==> src/core/smrc_defines.vh <==
/*
 * Shared constants of the supply mode and reset control block: frame layout,
 * register codes, field positions, reset values and timing figures.
 * Assumes it is included by bare name into each design file that needs it.
 */
`ifndef SMRC_DEFINES_VH
`define SMRC_DEFINES_VH

// Serial frame layout: bit 7 write/read, bits 6:4 register code, bits 3:0 data.
`define SMRC_FRAME_BITS      8
`define SMRC_WRITE_BIT       7
`define SMRC_SEL_HI          6
`define SMRC_SEL_LO          4

// Register codes {bank, address}.
`define SMRC_SEL_OUT_LO      3'h0
`define SMRC_SEL_OUT_HI      3'h1
`define SMRC_SEL_HARDWARE_CONFIG_REGISTER        3'h6
`define SMRC_SEL_DCR         3'h7

// Field positions.
`define SMRC_HARDWARE_CONFIG_REGISTER_CTL_BIT    0
`define SMRC_HARDWARE_CONFIG_REGISTER_RST_BIT    1
`define SMRC_HARDWARE_CONFIG_REGISTER_STB_BIT    1
`define SMRC_DCR_LIMP_BIT    3

// Reset values and the stand-by code of the sense multiplexer select field.
`define SMRC_MUX_STANDBY     3'h7
`define SMRC_MUX_RESET       3'h7
`define SMRC_OUT_RESET       6'h00
`define SMRC_CTL_RESET       1'h0
`define SMRC_SEL_RESET       3'h0

// Timing figures in their own units and the clock period.
`define SMRC_CLK_PERIOD_NS           50
`define SMRC_POWERON_WAKE_TIME_US    200
`define SMRC_TRANSFER_DELAY_TIME_NS  1000

`endif

==> src/core/smrc_core.v <==
/*
 * Supply mode and reset control with its serial slave: power-on and command
 * reset, stand-by entry and wake-up from the sense multiplexer select field,
 * limp-home handling and the first reply after any reset.
 * Assumes all serial pins, the limp-home pin, the channel input pins and the
 * supply-good levels are asynchronous to mclk; the serial clock is far slower
 * than mclk and is sampled, not used as a clock.
 */
`timescale 1ns/10ps
`include "smrc_defines.vh"

module smrc_core #(
    parameter CHANNELS        = 6,
    parameter WAKE_CYCLES     = ((`SMRC_POWERON_WAKE_TIME_US * 1000) + `SMRC_CLK_PERIOD_NS - 1) / `SMRC_CLK_PERIOD_NS,
    parameter DELAY_CYCLES    = (`SMRC_TRANSFER_DELAY_TIME_NS + `SMRC_CLK_PERIOD_NS - 1) / `SMRC_CLK_PERIOD_NS,
    parameter CNT_WIDTH       = 13
) (
    input  wire                mclk,
    input  wire                reset,
    input  wire                logicSupplyOk,
    input  wire                switchSupplyOk,
    input  wire                limpHomeInput,
    input  wire [CHANNELS-1:0] channelInputPin,
    input  wire                spiCs_n,
    input  wire                spiSclk,
    input  wire                spiMosi,
    output reg                 spiMiso,
    output wire                spiMisoEn,
    output reg  [CHANNELS-1:0] channelOutput,
    output reg  [2:0]          senseMuxSelect,
    output reg                 senseEnable,
    output reg                 standbyFlag,
    output reg                 limpHomeActive,
    output reg                 registerReset,
    output reg                 thermalLatchClear,
    output reg                 spiReady,
    output reg                 transferErrorFlag
);

    localparam [CNT_WIDTH-1:0] WAKE_LOAD  = WAKE_CYCLES[CNT_WIDTH-1:0];
    localparam [CNT_WIDTH-1:0] DELAY_LOAD = DELAY_CYCLES[CNT_WIDTH-1:0];

    wire [CHANNELS+5:0] syncBus;
    wire                supplySync;
    wire                switchSync;
    wire                limpSync;
    wire                csSync_n;
    wire                sclkSync;
    wire                mosiSync;
    wire [CHANNELS-1:0] pinSync;

    reg                 limpPrev_reg;
    reg                 csPrev_reg;
    reg                 sclkPrev_reg;
    reg  [7:0]          rxShift_reg;
    reg  [7:0]          txShift_reg;
    reg                 lastBit_reg;
    reg  [5:0]          bitCount_reg;
    reg  [CHANNELS-1:0] outReg_reg;
    reg                 ctl_reg;
    reg  [2:0]          readSel_reg;
    reg                 swRst_reg;
    reg  [CNT_WIDTH-1:0] waitCount_reg;

    wire                csFall;
    wire                csRise;
    wire                sclkRise;
    wire                sclkFall;
    wire                frameGood;
    wire                frameDone;
    wire                writeFrame;
    wire [2:0]          frameSel;
    wire                clearRegs;
    wire                standbyNext;
    wire                terSet;
    wire                terClear;
    wire [7:0]          replyByte;

    // All pins cross into mclk together through one synchroniser.
    smrc_sync #(
        .WIDTH   (CHANNELS + 6)
    ) u_sync (
        .mclk    (mclk),
        .reset   (reset),
        .asyncIn ({channelInputPin, spiMosi, spiSclk, ~spiCs_n, limpHomeInput, switchSupplyOk, logicSupplyOk}),
        .syncOut (syncBus)
    );

    assign supplySync = syncBus[0];
    assign switchSync = syncBus[1];
    assign limpSync   = syncBus[2];
    // Chip select crosses inverted, so the cleared synchroniser reads as deselected and no false edge follows reset.
    assign csSync_n   = ~syncBus[3];
    assign sclkSync   = syncBus[4];
    assign mosiSync   = syncBus[5];
    assign pinSync    = syncBus[CHANNELS+5:6];

    // Read data for a register code; also used to build the reply byte.
    function [3:0] readData;
        input [2:0]          sel;
        input [CHANNELS-1:0] outBits;
        input                stb;
        input                ctl;
        input                limp;
        input [2:0]          mux;
        reg   [7:0]          wide;
        begin
            wide = 8'h00;
            wide[CHANNELS-1:0] = outBits;
            case (sel)
                `SMRC_SEL_OUT_LO: readData = wide[3:0];
                `SMRC_SEL_OUT_HI: readData = wide[7:4];
                `SMRC_SEL_HARDWARE_CONFIG_REGISTER:   readData = {2'h0, stb, ctl};
                `SMRC_SEL_DCR:    readData = {limp, mux};
                default:          readData = 4'h0;
            endcase
        end
    endfunction

    // Edges of the synchronised serial pins; each comes from stage two and a history flop.
    assign csFall   = csPrev_reg & ~csSync_n;
    assign csRise   = ~csPrev_reg & csSync_n;
    assign sclkRise = ~csSync_n & ~sclkPrev_reg & sclkSync;
    assign sclkFall = ~csSync_n & sclkPrev_reg & ~sclkSync;

    // A frame is whole when a multiple of eight bits from 8 to 56 was clocked; longer
    // frames are daisy-chained and the last eight bits are the own command.
    assign frameDone  = csRise & spiReady;
    assign frameGood  = (bitCount_reg != 6'h00) && (bitCount_reg[2:0] == 3'h0);
    assign writeFrame = rxShift_reg[`SMRC_WRITE_BIT];
    assign frameSel   = rxShift_reg[`SMRC_SEL_HI:`SMRC_SEL_LO];

    // Power-on, loss of the logic supply and the command reset clear the bank.
    assign clearRegs = swRst_reg | ~supplySync;

    // Stand-by is decided by the select field and the limp-home pin, never by the channel pins.
    assign standbyNext = (senseMuxSelect == `SMRC_MUX_STANDBY) & ~limpSync;

    // Any reset source or a broken frame sets the error flag; a clean frame that
    // carried the flag out clears it. Set wins when both coincide.
    assign terSet   = clearRegs | (limpSync & ~limpPrev_reg) | (frameDone & ~frameGood);
    assign terClear = frameDone & frameGood;

    assign replyByte = {transferErrorFlag, readSel_reg,
                        readData(readSel_reg, outReg_reg, standbyFlag, ctl_reg, limpSync, senseMuxSelect)};

    // The serial output is driven only while chip select is low.
    assign spiMisoEn = ~csSync_n;

    // Pin history flops used by the edge detectors.
    always @(posedge mclk or posedge reset) begin
        if (reset) begin
            limpPrev_reg    <= 1'b0;
            csPrev_reg      <= 1'b1;
            sclkPrev_reg    <= 1'b0;
        end else begin
            limpPrev_reg    <= limpSync;
            csPrev_reg      <= csSync_n;
            sclkPrev_reg    <= sclkSync;
        end
    end

    // Serial shifter: sample on the rising edge, shift out on the falling edge.
    // The sampled bit enters the transmit register so data passes to the next
    // device in a chain eight bits later; it needs no switch supply.
    always @(posedge mclk or posedge reset) begin
        if (reset) begin
            rxShift_reg  <= 8'h00;
            txShift_reg  <= 8'h00;
            lastBit_reg  <= 1'b0;
            bitCount_reg <= 6'h00;
            spiMiso      <= 1'b0;
        end else if (csFall) begin
            txShift_reg  <= replyByte;
            spiMiso      <= replyByte[7];
            bitCount_reg <= 6'h00;
        end else if (sclkRise) begin
            rxShift_reg  <= {rxShift_reg[6:0], mosiSync};
            lastBit_reg  <= mosiSync;
            if (bitCount_reg != 6'h3f) begin
                bitCount_reg <= bitCount_reg + 6'h01;
            end
        end else if (sclkFall) begin
            txShift_reg  <= {txShift_reg[6:0], lastBit_reg};
            spiMiso      <= txShift_reg[6];
        end
    end

    // Register bank and the self-clearing reset command.
    always @(posedge mclk or posedge reset) begin
        if (reset) begin
            outReg_reg     <= `SMRC_OUT_RESET;
            ctl_reg        <= `SMRC_CTL_RESET;
            senseMuxSelect <= `SMRC_MUX_RESET;
            readSel_reg    <= `SMRC_SEL_RESET;
            swRst_reg      <= 1'b0;
        end else if (clearRegs) begin
            outReg_reg     <= `SMRC_OUT_RESET;
            ctl_reg        <= `SMRC_CTL_RESET;
            senseMuxSelect <= `SMRC_MUX_RESET;
            readSel_reg    <= `SMRC_SEL_RESET;
            swRst_reg      <= 1'b0;
        end else if (limpSync) begin
            outReg_reg     <= `SMRC_OUT_RESET;
            ctl_reg        <= `SMRC_CTL_RESET;
            senseMuxSelect <= `SMRC_MUX_RESET;
            if (frameDone && frameGood && !writeFrame) begin
                readSel_reg <= frameSel;
            end
        end else if (frameDone && frameGood) begin
            if (!writeFrame) begin
                readSel_reg <= frameSel;
            end else begin
                case (frameSel)
                    `SMRC_SEL_OUT_LO: outReg_reg[3:0] <= rxShift_reg[3:0];
                    `SMRC_SEL_OUT_HI: outReg_reg[CHANNELS-1:4] <= rxShift_reg[CHANNELS-5:0];
                    `SMRC_SEL_HARDWARE_CONFIG_REGISTER: begin
                        ctl_reg   <= rxShift_reg[`SMRC_HARDWARE_CONFIG_REGISTER_CTL_BIT];
                        swRst_reg <= rxShift_reg[`SMRC_HARDWARE_CONFIG_REGISTER_RST_BIT];
                    end
                    `SMRC_SEL_DCR:    senseMuxSelect <= rxShift_reg[2:0];
                    default:          swRst_reg <= 1'b0;
                endcase
            end
        end
    end

    // Access gate: wake time after the supply rises, transfer delay after a
    // command reset. Frames ending inside the wait are dropped, so a master
    // that ignores the wait loses its command rather than half-applying it.
    always @(posedge mclk or posedge reset) begin
        if (reset) begin
            waitCount_reg <= WAKE_LOAD;
            spiReady      <= 1'b0;
        end else begin
            if (!supplySync) begin
                waitCount_reg <= WAKE_LOAD;
            end else if (swRst_reg) begin
                waitCount_reg <= DELAY_LOAD;
            end else if (waitCount_reg != {CNT_WIDTH{1'b0}}) begin
                waitCount_reg <= waitCount_reg - {{(CNT_WIDTH-1){1'b0}}, 1'b1};
            end
            spiReady <= supplySync & ~swRst_reg & (waitCount_reg == {CNT_WIDTH{1'b0}});
        end
    end

    // Status, error flag and mode outputs.
    always @(posedge mclk or posedge reset) begin
        if (reset) begin
            transferErrorFlag <= 1'b1;
            standbyFlag       <= 1'b0;
            limpHomeActive    <= 1'b0;
            senseEnable       <= 1'b0;
            registerReset     <= 1'b1;
            thermalLatchClear <= 1'b0;
        end else begin
            transferErrorFlag <= terSet | (transferErrorFlag & ~terClear);
            standbyFlag       <= standbyNext;
            limpHomeActive    <= limpSync;
            senseEnable       <= supplySync & ~limpSync & ~standbyNext;
            registerReset     <= clearRegs | limpSync;
            thermalLatchClear <= standbyNext & ~standbyFlag;
        end
    end

    // Power stage drive. No reset term other than the asynchronous start value:
    // register resets only change the bank, which then steers the outputs.
    // In limp-home each channel follows its own pin, with or without logic supply.
    always @(posedge mclk or posedge reset) begin
        if (reset) begin
            channelOutput <= {CHANNELS{1'b0}};
        end else if (!switchSync) begin
            channelOutput <= {CHANNELS{1'b0}};
        end else if (limpSync) begin
            channelOutput <= pinSync;
        end else if (ctl_reg) begin
            channelOutput <= outReg_reg & pinSync;
        end else begin
            channelOutput <= outReg_reg | pinSync;
        end
    end

endmodule // smrc_core

==> src/core/smrc_sync.v <==
/*
 * Two flip-flop synchroniser for a group of asynchronous level inputs.
 * Assumes its inputs come from pins outside the mclk domain.
 */
`timescale 1ns/10ps
module smrc_sync #(
    parameter WIDTH = 1
) (
    input  wire             mclk,
    input  wire             reset,
    input  wire [WIDTH-1:0] asyncIn,
    output reg  [WIDTH-1:0] syncOut
);

    reg [WIDTH-1:0] stage1_reg;

    // The first stage feeds only the second stage, to let metastability settle.
    always @(posedge mclk or posedge reset) begin
        if (reset) begin
            stage1_reg <= {WIDTH{1'b0}};
            syncOut    <= {WIDTH{1'b0}};
        end else begin
            stage1_reg <= asyncIn;
            syncOut    <= stage1_reg;
        end
    end

endmodule // smrc_sync

==> config.mk <==
export PLATFORM = sky130hd
export DESIGN_NAME = smrc_core
export DESIGN_NICKNAME = d
export VERILOG_FILES = /design/src/core/smrc_core.v /design/src/core/smrc_sync.v
export VERILOG_INCLUDE_DIRS = /design/src /design/src/core
export SDC_FILE = /design/constraint.sdc
export NUM_CORES = 1
export LEC_CHECK = 0
export BUFFER_PORTS_ARGS = -buffer_cell sky130_fd_sc_hd__buf_4
export CORE_ASPECT_RATIO = 0.9
export CORE_MARGIN = 10
export CORE_UTILIZATION = 59
export CTS_CLUSTER_DIAMETER = 60
export DETAILED_ROUTE_END_ITERATION = 8
export PLACE_DENSITY = 0.79
export SYNTH_ARGS = -nofsm -noshare
export SYNTH_HDL_FRONTEND = slang
export SYNTH_HIERARCHICAL = 1
export SYNTH_SLANG_ARGS = --single-unit
==> constraint.sdc <==
create_clock -name mclk -period 1.9 [get_ports mclk]
set_input_delay 0.095 -clock mclk [delete_from_list [all_inputs] [get_ports mclk]]
set_output_delay 0.095 -clock mclk [all_outputs]
set_load 0.02 [all_outputs]
==> metrics.yaml <==
syn-cell-area_um2: 3710
antenna_found_initial: 0
dp_cells: 438
insertion_delay_ns: 0.36
synth_edf_count: 0
cp_cell_sequence: "or3b_4, nor4_4, mux2i_1, nor2_1"
post_drt_wl_per_cell_um: 16.2
num_rows: 27
vias_per_cell: 5.56
initial_utilization: 0.607
leakagePower_nw: 1.95
finalMaxSlewViolations: 0
wl_um: 7580
cts_inserted_buffers: 9
hold_path_class: "in2async"
power-per-cell-area_nw_per_um2: 889
fin_tns_setup_ns: 0
instances_no_fill: 468
peakVddDrop_mv: 0.874
htreeDepth: 3
crit_family: "simple AND/OR/NAND/NOR gates"
crit_required_ns: 2.14
crit_buf_inv: 0
setup-violations-final: 0
fin_skew_ns: 0.00775
netlist_instances: 321
track_usage: 0.165
dr_wl_met2_um: 3860
synth.avg_cell_area_um2: 11.6
crit_fanout: 9
status: "complete, no violations"
tightest_slew_ns: 0.555
wl_met3_um: 354
drt_first_pass_iters: 4
yosysWarnings: 6
cp-start-kind: "flip-flop"
layout-drive-gt1-share: 0.234
drv_cap: 0
cts_tree: "done"
synth_seq_cells: 88
clockBufferDepth: 2
yosysTopAreaCellShare: 0.512
diodes: 0
grt_overflow: 0
utilization: 0.722
grt_max_degree: 65
nNetsFinal: 394
max_freq_mhz: 561
ys_types: 49
yosysSeqAreaShare: 0.597
crit_type: "reg2reg"
wl_met1_um: 3290
vias: 2604
synth_nets: 339
largest_reg_flops: 13
hpwl_um: 5180
ctsResizeCount: 0
path_clk_slew_ns: 0.09
cpMaxStageDelayCell: "dfrtp_1"
die_y_um: 95.2
grt_pass1_wl_um: 13100
hold_viol: 0
synthFlopType: "dfrtp_1"
cp_slowest_stage_delay_ns: 0.48
dieWidth_um: 104
cp_data_arrival_time_ns: 2.03
fin_crit_ns: 1.78
synth.top_cells.by_area: "dfrtp_1 (51%), dfstp_2 (8.5%), mux2i_1 (5.1%), o21ai_0 (4.0%), nand3_1 (2.4%)"
dieArea_um2: 9870
rsz0062_at_grt: "no"
clock-sinks: 88
place_congestion: 0.816
area_growth_pct: 18.9
postRouteAntennaNets: 0
drc: 0
grt_pass1_vias: 2657
drt_iter0_markers: 106
end_kind: "flip-flop"
ioPinCount: 32
synth-async-reset-ratio: 1.00
core_region_area_um2: 6110
port_buffers: 31
period_share: 0.939
yosysTopAreaCell: "dfrtp_1"
maxSlewHeadroom: 0.629
top_layer: "met4"
root_buffer: "clkbuf_8"
[repair_timing]
item                                    CTS  global route
setup buffers                             0             1
hold endpoints to repair                 88             0
endpoints found under the setup margin    0             5
hold buffers                             13             0
[stage by stage]
| step | cell area, um2 | power (W) | setup WS, ns | hold WS (ns) |
|---|---|---|---|---|
| floorplan | 3710 | 0.00255 | 0.217 | 0.110 |
| global placement | 4080 | 0.00269 | 0.172 | 0.170 |
| detailed placement | 4080 | 0.00272 | 0.0717 | 0.192 |
| CTS | 4410 | 0.00395 | 0.0295 | 0.346 |
| global route | 4410 | 0.00412 | 0.0514 | 0.356 |
| finish | 4410 | 0.00392 | 0.117 | 0.347 |
[layer usage]
metal / up-vias / track usage
met1: 1296 / 0.198
met5: - / 0
met4: 0 / 0.0481
met2: 65 / 0.274
li1: 1238 / -
met3: 5 / 0.0614
[worst reg2reg max path: stages, from the launching register on]
cell	delay [ns]
dfrtp_1	0.48
or3b_4	0.47
nor4_4	0.40
mux2i_1	0.26
nor2_1	0.06
[placed cells by master, fill, tap and decap left out, drive strengths merged, types with 8 or more instances in the layout]
cell type    synthesis  routed
mux2                 8       8
dfstp               12      12
nand2               19      19
mux2i               19      19
dfrtp               76      76
o21ai               30      30
buf                  5      40
inv                 12      13
xor2                 9       9
a21oi               15      15
nand3               18      18
nor3                 8       8
clkbuf               4      11
nor2                23      23
dlygate4sd3          0      13
[cell type report]
class                           instances  area (um2)
Sequential cell                        88        2220
Timing Repair Buffer                   53         443
Inverter                               13        48.8
Multi-Input combinational cell        211        1400
Clock buffer                           11         151
Tap cell                               87         109
Fill cell                             435        1700
Clock inverter                          5        40.0
[synthesized netlist by cell type (all sizes together), types with 2 or more instances]
master  count
nand3      18
dfstp      12
o31ai       2
and2        3
a21oi      15
nor2       23
o21ai      30
buf         5
clkbuf      4
ha          4
nand3b      2
and3        3
xnor2       2
nand4       4
xor2        9
o22ai       2
nand2b      3
or3         4
nor2b       5
mux2        8
dfrtp      76
nand2      19
nor4        3
a221oi      2
a21boi      4
a211oi      2
nor3        8
and4        4
mux2i      19
inv        12
nor3b       3
[path summary, 6_finish.rpt]
kind	from	to	slack (ns)	depth (start not counted)
max reg2reg	u_sync/syncOut[3]	readSel_reg[0]	0.12	4
min reg2reg	u_sync/stage1_reg[3]	u_sync/syncOut[3]	0.35	0
max in group asynchronous	reset	waitCount_reg[5]	1.21	4
min in group mclk	u_sync/stage1_reg[3]	u_sync/syncOut[3]	0.35	0
min	reset	rxShift_reg[3]	0.35	4
max	u_sync/syncOut[3]	readSel_reg[0]	0.12	4
[logic make-up after synthesis]
logic type               Yosys count  synth area share
AO/OA/AOI/OAI                     59            0.0893
XOR/XNOR                          11            0.0260
adder cells (fa/ha/maj)            4            0.0135
buffers and inverters             22            0.0243
flip-flops                        88             0.597
multiplexers                      27            0.0755
AND/OR/NAND/NOR                  110             0.174
[where the power goes]
group | internal, W | switching [W]
Clock | 0.000556 | 0.000657
Sequential | 0.00203 | 0.000187
Combinational | 0.000237 | 0.000261
Total | 0.00282 | 0.00110
No activity file was read; power rests on OpenSTA's default activity.
